**src/shared/mcp_pkg.sv**
```systemverilog
// constants shared by both ends of the module control pin link
// assumes a single 25 MHz clock on each end
`default_nettype none
package mcp_pkg;
    // ----------------------------------------------------------------
    // timing
    // ----------------------------------------------------------------
    localparam int CLK_MHZ          = 25;
    localparam int T_SEL_ASSERT_NS  = 2000;
    localparam int T_SEL_DEASSERT_NS = 2000;
    localparam int T_RESET_INIT_NS  = 10000;
    localparam int T_INIT_MS        = 2000;
    localparam int T_MG_TIMEOUT_NS  = 4000;
    localparam int SEL_ASSERT_CYC   = (T_SEL_ASSERT_NS * CLK_MHZ + 999) / 1000;
    localparam int SEL_DEASSERT_CYC = (T_SEL_DEASSERT_NS * CLK_MHZ + 999) / 1000;
    localparam int RESET_INIT_CYC   = (T_RESET_INIT_NS * CLK_MHZ + 999) / 1000;
    localparam int INIT_CYC         = T_INIT_MS * CLK_MHZ * 1000;
    localparam int MG_TIMEOUT_CYC   = (T_MG_TIMEOUT_NS * CLK_MHZ) / 1000;

    // ----------------------------------------------------------------
    // module management map
    // ----------------------------------------------------------------
    localparam logic [7:0] REG_INIT_STATUS = 8'h02;
    localparam logic [7:0] REG_FLAGS       = 8'h03;
    localparam logic [7:0] REG_POWER_CTRL  = 8'h5D;
    localparam logic [7:0] REG_FLAG_MASK   = 8'h64;
    localparam int NDR_BIT        = 0;
    localparam int FLAG_RESET_DONE = 0;
    localparam int FLAG_FAULT     = 1;
    localparam int PWR_OVERRIDE   = 0;
    localparam int PWR_SET        = 1;
    localparam int PWR_HIGH_CLASS = 2;
    localparam logic [2:0] POWER_CTRL_RST = 3'h0;
    localparam logic [7:0] FLAG_MASK_RST  = 8'h03;

    // ----------------------------------------------------------------
    // host controller map (avalon word index)
    // ----------------------------------------------------------------
    localparam logic [2:0] HA_CTRL       = 3'h0;
    localparam logic [2:0] HA_MGMT       = 3'h1;
    localparam logic [2:0] HA_RESULT     = 3'h2;
    localparam logic [2:0] HA_IRQ_STATUS = 3'h3;
    localparam logic [2:0] HA_IRQ_MASK   = 3'h4;
    localparam logic [2:0] HA_PINS       = 3'h5;
    localparam int CTRL_SEL   = 0;
    localparam int CTRL_RESET = 1;
    localparam int CTRL_LP    = 2;
    localparam int MGMT_WE    = 16;
    localparam int RES_BUSY   = 8;
    localparam int RES_NACK   = 9;
    localparam int IRQ_DONE   = 0;
    localparam int IRQ_NACK   = 1;
    localparam int IRQ_INT    = 2;
    localparam int IRQ_PRES   = 3;
    localparam logic [2:0] CTRL_RST     = 3'h4;
    localparam logic [3:0] IRQ_MASK_RST = 4'h0;

    typedef enum logic [1:0] {
        MCP_H_IDLE = 2'b00,
        MCP_H_WAIT = 2'b01,
        MCP_H_REQ  = 2'b10
    } mcp_host_state_t;
endpackage
`default_nettype wire

```
**src/shared/mcp_if.sv**
```systemverilog
// pins and management transfer between host board and module
// assumes both ends share mclk; pull-ups are resolved by the reading end
`timescale 1ns/1ps
`default_nettype none
interface mcp_if;
    // control pins driven by the host
    logic       sel_drv_n;
    logic       sel_oe;
    logic       rst_drv_n;
    logic       rst_oe;
    logic       lp_drv;
    logic       lp_oe;
    // open-drain pins driven by the module
    logic       prs_drv_n;
    logic       prs_oe;
    logic       int_drv_n;
    logic       int_oe;
    // management transfer, stands in for the 2-wire bus
    logic       mg_req;
    logic       mg_we;
    logic [7:0] mg_addr;
    logic [7:0] mg_wdata;
    logic       mg_ack;
    logic [7:0] mg_rdata;

    modport module_mp (
        input  sel_drv_n, sel_oe, rst_drv_n, rst_oe, lp_drv, lp_oe,
        input  mg_req, mg_we, mg_addr, mg_wdata,
        output prs_drv_n, prs_oe, int_drv_n, int_oe, mg_ack, mg_rdata
    );
    modport host_mp (
        output sel_drv_n, sel_oe, rst_drv_n, rst_oe, lp_drv, lp_oe,
        output mg_req, mg_we, mg_addr, mg_wdata,
        input  prs_drv_n, prs_oe, int_drv_n, int_oe, mg_ack, mg_rdata
    );
endinterface
`default_nettype wire

```
**src/mcp_module_end.sv**
```systemverilog
// module end: select gating, reset and init timing, power mode, int and presence
// assumes the host end drives the control pins from the same mclk
`timescale 1ns/1ps
`default_nettype none
module mcp_module_end #(
    parameter int INIT_CYC = mcp_pkg::INIT_CYC
) (
    // clock and reset
    input  wire logic mclk,
    input  wire logic rst_n,
    // link
    mcp_if.module_mp  pins,
    // user side
    input  wire logic fault_event,
    output logic      low_power,
    output logic      high_power_class,
    output logic      init_pending
);
    localparam int IW = $clog2(INIT_CYC + 1);
    localparam int LW = $clog2(mcp_pkg::RESET_INIT_CYC + 1);
    localparam logic [IW-1:0] INIT_LAST = IW'(INIT_CYC - 1);
    localparam logic [LW-1:0] LOW_MAX   = LW'(mcp_pkg::RESET_INIT_CYC);

    // ----------------------------------------------------------------
    // pin bias and synchronisers
    // ----------------------------------------------------------------
    wire logic [2:0] pin_lvl;
    assign pin_lvl[0] = pins.sel_oe ? pins.sel_drv_n : 1'b1;
    assign pin_lvl[1] = pins.rst_oe ? pins.rst_drv_n : 1'b1;
    assign pin_lvl[2] = pins.lp_oe  ? pins.lp_drv    : 1'b1;

    logic [2:0] sync_a;
    logic [2:0] sync_b;
    always_ff @(posedge mclk or negedge rst_n) begin
        if (!rst_n) begin
            sync_a <= 3'h7;
            sync_b <= 3'h7;
        end else begin
            sync_a <= pin_lvl;
            sync_b <= sync_a;
        end
    end
    wire logic selected = ~sync_b[0];
    wire logic rst_lvl  = sync_b[1];
    wire logic lp_lvl   = sync_b[2];

    // ----------------------------------------------------------------
    // reset pulse length and init timer
    // ----------------------------------------------------------------
    logic [LW-1:0] low_cnt;
    logic [IW-1:0] init_cnt;
    logic          init_busy;
    logic          ndr;
    // a short glitch on the reset pin is filtered by requiring the full length
    wire logic     long_low  = (low_cnt == LOW_MAX) && !rst_lvl;
    wire logic     init_done = init_busy && rst_lvl && (init_cnt == INIT_LAST);

    always_ff @(posedge mclk or negedge rst_n) begin
        if (!rst_n) begin
            low_cnt <= '0;
        end else if (rst_lvl) begin
            low_cnt <= '0;
        end else if (low_cnt != LOW_MAX) begin
            low_cnt <= low_cnt + 1'b1;
        end
    end

    // power-up starts the same timer as a pin reset
    always_ff @(posedge mclk or negedge rst_n) begin
        if (!rst_n) begin
            init_busy <= 1'b1;
            init_cnt  <= '0;
            ndr       <= 1'b1;
        end else if (long_low) begin
            init_busy <= 1'b1;
            init_cnt  <= '0;
            ndr       <= 1'b1;
        end else if (init_done) begin
            init_busy <= 1'b0;
            ndr       <= 1'b0;
        end else if (init_busy && rst_lvl) begin
            init_cnt <= init_cnt + 1'b1;
        end
    end

    // ----------------------------------------------------------------
    // management transfers
    // ----------------------------------------------------------------
    logic       ack_done;
    logic [2:0] pwr;
    logic [7:0] flags;
    logic [7:0] mask;
    logic       ndr_seen;

    wire logic take      = pins.mg_req && !ack_done && selected;
    wire logic wr        = take && pins.mg_we;
    wire logic rd        = take && !pins.mg_we;
    wire logic rd_status = rd && (pins.mg_addr == mcp_pkg::REG_INIT_STATUS);
    wire logic rd_flags  = rd && (pins.mg_addr == mcp_pkg::REG_FLAGS);
    wire logic wr_pwr    = wr && (pins.mg_addr == mcp_pkg::REG_POWER_CTRL);
    wire logic wr_mask   = wr && (pins.mg_addr == mcp_pkg::REG_FLAG_MASK);
    wire logic clr_flags = rd_flags && ndr_seen;

    wire logic [7:0] flag_set;
    assign flag_set = {6'h00, fault_event, init_done};

    logic [7:0] rd_mux;
    always_comb begin
        unique case (pins.mg_addr)
            mcp_pkg::REG_INIT_STATUS: rd_mux = {7'h00, ndr};
            mcp_pkg::REG_FLAGS:       rd_mux = flags;
            mcp_pkg::REG_POWER_CTRL:  rd_mux = {5'h00, pwr};
            mcp_pkg::REG_FLAG_MASK:   rd_mux = mask;
            default:                  rd_mux = 8'h00;
        endcase
    end

    // ack is one cycle; the request must drop before the next one is taken
    always_ff @(posedge mclk or negedge rst_n) begin
        if (!rst_n) begin
            ack_done      <= 1'b0;
            pins.mg_ack   <= 1'b0;
            pins.mg_rdata <= 8'h00;
        end else begin
            pins.mg_ack <= take;
            if (take) begin
                ack_done      <= 1'b1;
                pins.mg_rdata <= rd_mux;
            end else if (!pins.mg_req) begin
                ack_done <= 1'b0;
            end
        end
    end

    // ----------------------------------------------------------------
    // registers and flags
    // ----------------------------------------------------------------
    always_ff @(posedge mclk or negedge rst_n) begin
        if (!rst_n) begin
            pwr  <= mcp_pkg::POWER_CTRL_RST;
            mask <= mcp_pkg::FLAG_MASK_RST;
        end else if (long_low) begin
            pwr  <= mcp_pkg::POWER_CTRL_RST;
            mask <= mcp_pkg::FLAG_MASK_RST;
        end else begin
            if (wr_pwr) begin
                pwr <= pins.mg_wdata[2:0];
            end
            if (wr_mask) begin
                mask <= pins.mg_wdata;
            end
        end
    end

    // a new event in the clearing cycle survives the clear
    always_ff @(posedge mclk or negedge rst_n) begin
        if (!rst_n) begin
            flags    <= 8'h00;
            ndr_seen <= 1'b0;
        end else if (long_low) begin
            flags    <= 8'h00;
            ndr_seen <= 1'b0;
        end else begin
            flags <= (clr_flags ? 8'h00 : flags) | flag_set;
            if (clr_flags) begin
                ndr_seen <= 1'b0;
            end else if (rd_status && !ndr) begin
                ndr_seen <= 1'b1;
            end
        end
    end

    // ----------------------------------------------------------------
    // open-drain outputs and power mode
    // ----------------------------------------------------------------
    wire logic int_act = |(flags & mask);
    assign pins.int_drv_n = 1'b0;
    assign pins.int_oe    = int_act;
    assign pins.prs_drv_n = 1'b0;
    assign pins.prs_oe    = 1'b1;

    wire logic next_low_power = lp_lvl
        || (pwr[mcp_pkg::PWR_OVERRIDE] && pwr[mcp_pkg::PWR_SET]);

    always_ff @(posedge mclk or negedge rst_n) begin
        if (!rst_n) begin
            low_power        <= 1'b1;
            high_power_class <= 1'b0;
            init_pending     <= 1'b1;
        end else begin
            low_power        <= next_low_power;
            high_power_class <= !next_low_power && pwr[mcp_pkg::PWR_HIGH_CLASS];
            init_pending     <= init_busy;
        end
    end
endmodule
`default_nettype wire

```
**src/flat_wrapper.sv**
```systemverilog
// flat-port wrapper written by rule: the top's interface ports become plain ports
module mcp_module_end_flat 
#(
    parameter int INIT_CYC = mcp_pkg::INIT_CYC
)
  (mclk, rst_n, fault_event, low_power, high_power_class, init_pending, pins_sel_drv_n, pins_sel_oe, pins_rst_drv_n, pins_rst_oe, pins_lp_drv, pins_lp_oe, pins_mg_req, pins_mg_we, pins_mg_addr, pins_mg_wdata, pins_prs_drv_n, pins_prs_oe, pins_int_drv_n, pins_int_oe, pins_mg_ack, pins_mg_rdata);
  mcp_if pins_i ();
  input  wire logic mclk;
  input  wire logic rst_n;
  input  wire logic fault_event;
  output logic low_power;
  output logic high_power_class;
  output logic init_pending;
  input wire logic [$bits(pins_i.sel_drv_n)-1:0] pins_sel_drv_n;
  input wire logic [$bits(pins_i.sel_oe)-1:0] pins_sel_oe;
  input wire logic [$bits(pins_i.rst_drv_n)-1:0] pins_rst_drv_n;
  input wire logic [$bits(pins_i.rst_oe)-1:0] pins_rst_oe;
  input wire logic [$bits(pins_i.lp_drv)-1:0] pins_lp_drv;
  input wire logic [$bits(pins_i.lp_oe)-1:0] pins_lp_oe;
  input wire logic [$bits(pins_i.mg_req)-1:0] pins_mg_req;
  input wire logic [$bits(pins_i.mg_we)-1:0] pins_mg_we;
  input wire logic [$bits(pins_i.mg_addr)-1:0] pins_mg_addr;
  input wire logic [$bits(pins_i.mg_wdata)-1:0] pins_mg_wdata;
  output wire logic [$bits(pins_i.prs_drv_n)-1:0] pins_prs_drv_n;
  output wire logic [$bits(pins_i.prs_oe)-1:0] pins_prs_oe;
  output wire logic [$bits(pins_i.int_drv_n)-1:0] pins_int_drv_n;
  output wire logic [$bits(pins_i.int_oe)-1:0] pins_int_oe;
  output wire logic [$bits(pins_i.mg_ack)-1:0] pins_mg_ack;
  output wire logic [$bits(pins_i.mg_rdata)-1:0] pins_mg_rdata;
  assign pins_i.sel_drv_n = pins_sel_drv_n;
  assign pins_i.sel_oe = pins_sel_oe;
  assign pins_i.rst_drv_n = pins_rst_drv_n;
  assign pins_i.rst_oe = pins_rst_oe;
  assign pins_i.lp_drv = pins_lp_drv;
  assign pins_i.lp_oe = pins_lp_oe;
  assign pins_i.mg_req = pins_mg_req;
  assign pins_i.mg_we = pins_mg_we;
  assign pins_i.mg_addr = pins_mg_addr;
  assign pins_i.mg_wdata = pins_mg_wdata;
  assign pins_prs_drv_n = pins_i.prs_drv_n;
  assign pins_prs_oe = pins_i.prs_oe;
  assign pins_int_drv_n = pins_i.int_drv_n;
  assign pins_int_oe = pins_i.int_oe;
  assign pins_mg_ack = pins_i.mg_ack;
  assign pins_mg_rdata = pins_i.mg_rdata;
  mcp_module_end #(.INIT_CYC(INIT_CYC)) u_core (.mclk(mclk), .rst_n(rst_n), .pins(pins_i), .fault_event(fault_event), .low_power(low_power), .high_power_class(high_power_class), .init_pending(init_pending));
endmodule
```
**config.mk**
```make
export PLATFORM = sky130hd
export DESIGN_NAME = mcp_module_end_flat
export DESIGN_NICKNAME = d
export VERILOG_FILES = /design/src/shared/mcp_pkg.sv /design/src/shared/mcp_if.sv /design/src/mcp_module_end.sv /design/src/flat_wrapper.sv
export SDC_FILE = /design/constraint.sdc
export NUM_CORES = 1
export LEC_CHECK = 0
export BUFFER_PORTS_ARGS = -buffer_cell sky130_fd_sc_hd__buf_2
export CAP_MARGIN = 30
export CORE_ASPECT_RATIO = 0.6
export CORE_MARGIN = 2
export CORE_UTILIZATION = 30
export CTS_CLUSTER_DIAMETER = 30
export DETAILED_ROUTE_END_ITERATION = 12
export HOLD_SLACK_MARGIN = 0.15
export MAX_ROUTING_LAYER = met4
export SYNTH_ARGS = -nofsm -noshare
export SYNTH_HDL_FRONTEND = slang
export SYNTH_SLANG_ARGS = --single-unit
export TNS_END_PERCENT = 10
```
**constraint.sdc**
```tcl
create_clock -name mclk -period 2.6 [get_ports mclk]
set_clock_uncertainty 0.1 [all_clocks]
set_input_delay 0.13 -clock mclk [delete_from_list [all_inputs] [get_ports mclk]]
set_output_delay 0.13 -clock mclk [all_outputs]
set_load 0.01 [all_outputs]
```
Yosys cells after proc, flatten, opt, wreduce, memory -nomap -nowiden:

Cells that the tools add are included.

* bits in registers: 74
* input port bits: 27
* output and inout bits: 16
* logic and storage cells: 80

* $add $sub $neg: 2
* equality and inequality tests: 9
* mux-type cells: 22
* bitwise logic cells: 3
* reductions and logical operators: 29

Operators with widths (count)
* 26-bit 2-to-1 mux: 3
* 8-bit 2-to-1 mux: 6
* 8-bit case mux with 4 select lines: 1
* 26-bit by 1-bit adder with 26-bit output, second input constant: 1
* 26-bit == test, second input constant: 1
* 8-bit by 2-bit == test with 1-bit output, second input constant: 2
* 8-bit by 7-bit == test with 1-bit output, second input constant: 2
* 1-bit logical AND: 15
* 1-bit 2-to-1 mux: 10
* 2-bit nonzero test: 5
* 8-bit by 1-bit adder with 8-bit output, second input constant: 1
* 8-bit bitwise AND: 1
* 8-bit == test, second input constant: 1
* 8-bit inequality test, second input constant: 1
* 8-bit by 2-bit bitwise OR with 8-bit output: 1
* 8-bit OR reduction: 1
* 3-bit 2-to-1 mux: 2
* 1-bit zero test: 5
* 2-bit by 1-bit inequality test with 1-bit output, second input constant: 2
* 3-bit nonzero test: 1
* 2-bit AND reduction: 1
* 1-bit logical OR: 1
* 1-bit inverter: 1

Depth between registers and ports, before layout:

* depth in word-level cells: 9
* mapped depth: 7

Least setup slack after synthesis:

OpenSTA, ideal clock, no wires.

* path kind: reg-to-reg
* start point: register u_core.init_busy
* end point: register u_core.init_cnt[1]
* library setup time: 0.122 ns
* arrival: 1.874 ns
* required time: 2.378 ns
* path slack: 0.504 ns
* cell stages (with the launch flop): 7
* period minus slack after synthesis: 2.096 ns
* cells stage by stage: dfstp_2 -> buf_2 -> and3_1 -> nand3_1 -> or4_1 -> buf_2 -> a32o_1

* word-level cells in the longest chain between the ends: 4
* elaborated cells on any way between the ends: 5

Ends and longest elaborated chain
* from (decl): line mcp_module_end.sv:52 `logic init_busy;`
* from (signal assigned): line mcp_module_end.sv:71 `init_busy <= 1'b1;`
* from (signal assigned): line mcp_module_end.sv:75 `init_busy <= 1'b1;`
* from (signal assigned): line mcp_module_end.sv:79 `init_busy <= 1'b0;`
* 1-bit logical AND (*): line mcp_module_end.sv:56, mcp_module_end.sv:81
* 1-bit logical AND: line mcp_module_end.sv:56 `wire logic init_done = init_busy && rst_lvl && (init_cnt == INIT_LAST);`
* 2-bit by 1-bit inequality test with 1-bit output (no source line)
* 2-bit AND reduction (no source line) (*)
* to (signal assigned): line mcp_module_end.sv:82 `init_cnt <= init_cnt + 1'b1;`
* to (decl): line mcp_module_end.sv:51 `logic [IW-1:0] init_cnt;`

Mark *: on every way between the ends. The rest lies on a longest branch, timed or not.
A chain may end at the register's enable or synchronous reset.

Final worst setup path:

Ends and elaborated chain as after synthesis.

==> run_results.csv <==
group,metric,value,unit
run_status,run_status,"finished, final reports clean",
routing,ant_nets,0,
clock_tree,cts_buffers,9,
logic_synthesis,yosys.area.top_type,"dfrtp_1",
clock_tree,cts_root_buffer,"clkbuf_16",
routing,drc,0,
worst_hold_path,whs_path_depth,5,
clock_tree,cts_tree,"built",
setup_path,cp-startpoint,"u_core.init_busy",
logic_synthesis,synth_seq_cells,68,
routing,wire_per_inst,15.31,µm
timing,fmax,0.4382,GHz
logic_synthesis,synth_area_leaders,"dfrtp_1, dfstp_2, nand2_1, nand3_1, mux2i_1",
clock_tree,worstSkewPairLatency,0.34,ns
timing,finalCritPeriodShare,0.8778,
setup_path,critical_path.slowest_cell,"or4_1",
worst_hold_path,hp-start,"pins_mg_addr[1]",
routing,vias,2813,
logic_synthesis,synth-edff-count,0,
job,drv_cap,0,
die,pin_count,43,
clock_tree,cts_max_path_buffers,2,
die,die_h,84.74,µm
placed_design,placed_cells,496,
setup_path,cp.arrival,2.40,ns
power_and_ir_drop,ir_worst_vdd,0.0002840,V
logic_synthesis,synth_top_area_share,0.4376,
routing,drtPass1Iterations,5,
final_layout,n_antenna_cell,0,
placed_design,dp_hpwl,5478,µm
setup_path,path_cells,"and3_1 > nand3_1 > or4_1 > a32o_1",
setup_path,worst-path-max-fanout,10,
setup_path,crit_type,"register to register",
routing,routed_wl,8132,µm
logic_synthesis,synth_common_cells,"dfrtp_1, nand2_1, nand3_1, nor2_1, nand4_1",
final_layout,drive_gt1_frac,0.1964,
setup_path,timing.rr.end,"u_core.init_cnt[1]",
setup_path,slowest_delay,0.71,ns
grt,grt.total_usage,0.1539,
logic_synthesis,ys_warn_count,0,
routing,drt-initial-drc-count,231,
routing,vias_per_cell,5.298,
setup_path,crit_required,2.72,ns
logic_synthesis,ys.flop_type,"dfrtp_1",
power_and_ir_drop,p_leak,1.826,nW
grt,grt_pass1_vias,2657,
grt,grt_overflow,0,
timing,hold-worst-slack,0.1658,ns
timing,final-setup-viol-count,0,
placed_design,finalWeightedCongestion,0.8925,
die,die_area,11740,µm²
logic_synthesis,syn_area,3259,µm²
die,initial_core_util,0.3087,
clock_tree,clock_sinks,68,
logic_synthesis,synthArstFlopShare,1.000,
clock_tree,clk_pin_slew,0.06,ns
final_layout,utilization,0.3903,
timing,fin_crit,2.282,ns
die,die_w,138.6,µm
setup_path,reg2reg_depth,4,
grt,grt_max_degree,69,
placed_design,port_buffers,39,
setup_path,r2r-start,"u_core.init_busy",
logic_synthesis,synth_cells,323,
die,row_count,29,
timing,rsz0062_at_grt,"false",
clock_tree,postCtsResizedCells,0,
final_layout,fin_nets,417,
timing,drv_slew,0,
setup_path,critPathCaptureType,"register",
timing,worst_pin_slew,0.5130,ns
timing,final_hold_viol_count,0,
logic_synthesis,synth.distinct_cells,52,
logic_synthesis,postSynthAreaPerCell,10.09,µm²
worst_hold_path,hp-class,"primary input to register",
clock_tree,ctsHtreeMaxLevel,3,
setup_path,cp-start-kind,"register",
setup_path,r2r_slack,0.32,ns
timing,fin_setup_tns,0,ns
timing,slew_headroom,0.6580,
logic_synthesis,yosysSeqAreaShare,0.5263,
final_layout,stdcell_count,531,
grt,grt_pass1_wl,13850,µm
die,coreArea,10560,µm²
final_layout,areaGrowthSynthToFinish,26.45,%
logic_synthesis,synth.most_common_cell,"dfrtp_1",
worst_hold_path,min_to,"u_core.pins.mg_rdata[2]",
grt,antenna_found_initial,0,
power_and_ir_drop,power_density,587.2,nW/µm²
logic make-up after synthesis:
group | count (synthesis) | share of synthesized area
adder cells (fa/ha/maj) | 3 | 0.01152
XOR/XNOR | 5 | 0.01344
AO/OA/AOI/OAI | 62 | 0.1340
flip-flops | 68 | 0.5263
buffers and inverters | 22 | 0.03033
other | 2 | 0.002304
multiplexers | 11 | 0.03417
AND/OR/NAND/NOR | 150 | 0.2480
stage by stage:
stage | area (µm²) | power [W] | setup slack, ns
after CTS | 4121 | 0.002452 | 0.3273
after global placement | 3636 | 0.001204 | 0.4094
after global routing | 4121 | 0.002524 | 0.1792
after detailed placement | 3636 | 0.001207 | 0.3427
final | 4121 | 0.002420 | 0.3177
after floorplan | 3263 | 0.001143 | 0.5043
where the power goes:
part	internal, W	total, W	switching [W]
sequential	0.00108	0.00109	0.00000955
clock	0.000742	0.00121	0.000470
combinational	0.0000561	0.000119	0.0000629
worst max-delay path by stage:
| stage | endpoint | slack (ns) | depth (start not counted) |
|---|---|---|---|
| 2_1_floorplan | u_core.init_cnt[1] | 0.50 | 6 |
| 3_3_place_gp | u_core.init_cnt[1] | 0.41 | 4 |
| 3_5_place_dp | u_core.init_cnt[1] | 0.34 | 4 |
| 4_1_cts | u_core.init_cnt[1] | 0.33 | 4 |
| 5_1_grt | u_core.init_cnt[1] | 0.18 | 5 |
| 6_report | u_core.init_cnt[1] | 0.32 | 4 |
timing repair:
item	in CTS	in global routing
hold buffers	19	0
buffers inserted	0	0
hold endpoints to repair	86	0
endpoints found under the setup margin	0	0
critical path: cells and delay by family (launching register included):
| family | cells | cell delay, ns |
|---|---|---|
| DFF | 1 | 0.64 |
| AOI/OAI and AO/OA | 1 | 0.33 |
| and+or+nand+nor | 3 | 1.10 |
per-layer routing:
layer	GRT usage	part of all wire	wire length [µm]	vias up
li1	-	-	-	1347
met5	-	0	0	-
met4	0.05009	0.010	82	0
met1	0.2287	0.52	4193	1358
met3	0.04906	0.071	578	8
met2	0.1931	0.40	3278	100
layout make-up:
type / count / area (µm²)
fill: 1017 / 6437
clock inverter: 6 / 66.31
tap: 139 / 173.9
timing repair buffer: 66 / 457.9
clock buffer: 10 / 229.0
multi-input combinational: 234 / 1449
sequential: 68 / 1715
inverter: 8 / 30.03
state kept, by name, indices dropped and copies added, names as in the netlist, 2 cells and up:
signal and cells:
u_core.init_cnt 26, u_core.low_cnt 8, u_core.mask 8, u_core.pins.mg_rdata 8, u_core.pwr 3, u_core.sync_a 3, u_core.sync_b 3, u_core.flags 2
placed cells by master, fill, tap and decap left out, types with 6 or more instances in the layout:
master / netlist / routed
dfrtp_1: 57 / 57
buf_2: 4 / 39
nand2_1: 36 / 36
nand3_1: 24 / 24
nor2_1: 21 / 21
dlygate4sd3_1: 0 / 19
nand4_1: 15 / 15
a21oi_1: 13 / 13
dfstp_2: 11 / 11
mux2i_1: 10 / 10
nor4_1: 9 / 9
a22o_1: 9 / 9
clkbuf_16: 0 / 9
inv_1: 8 / 8
a31oi_1: 8 / 8
o21ai_0: 7 / 7
nor3_1: 7 / 7
buf_4: 3 / 7
and3_1: 6 / 6
nand2b_1: 6 / 6
or3_1: 6 / 6
(Power assumes the default switching activity.)
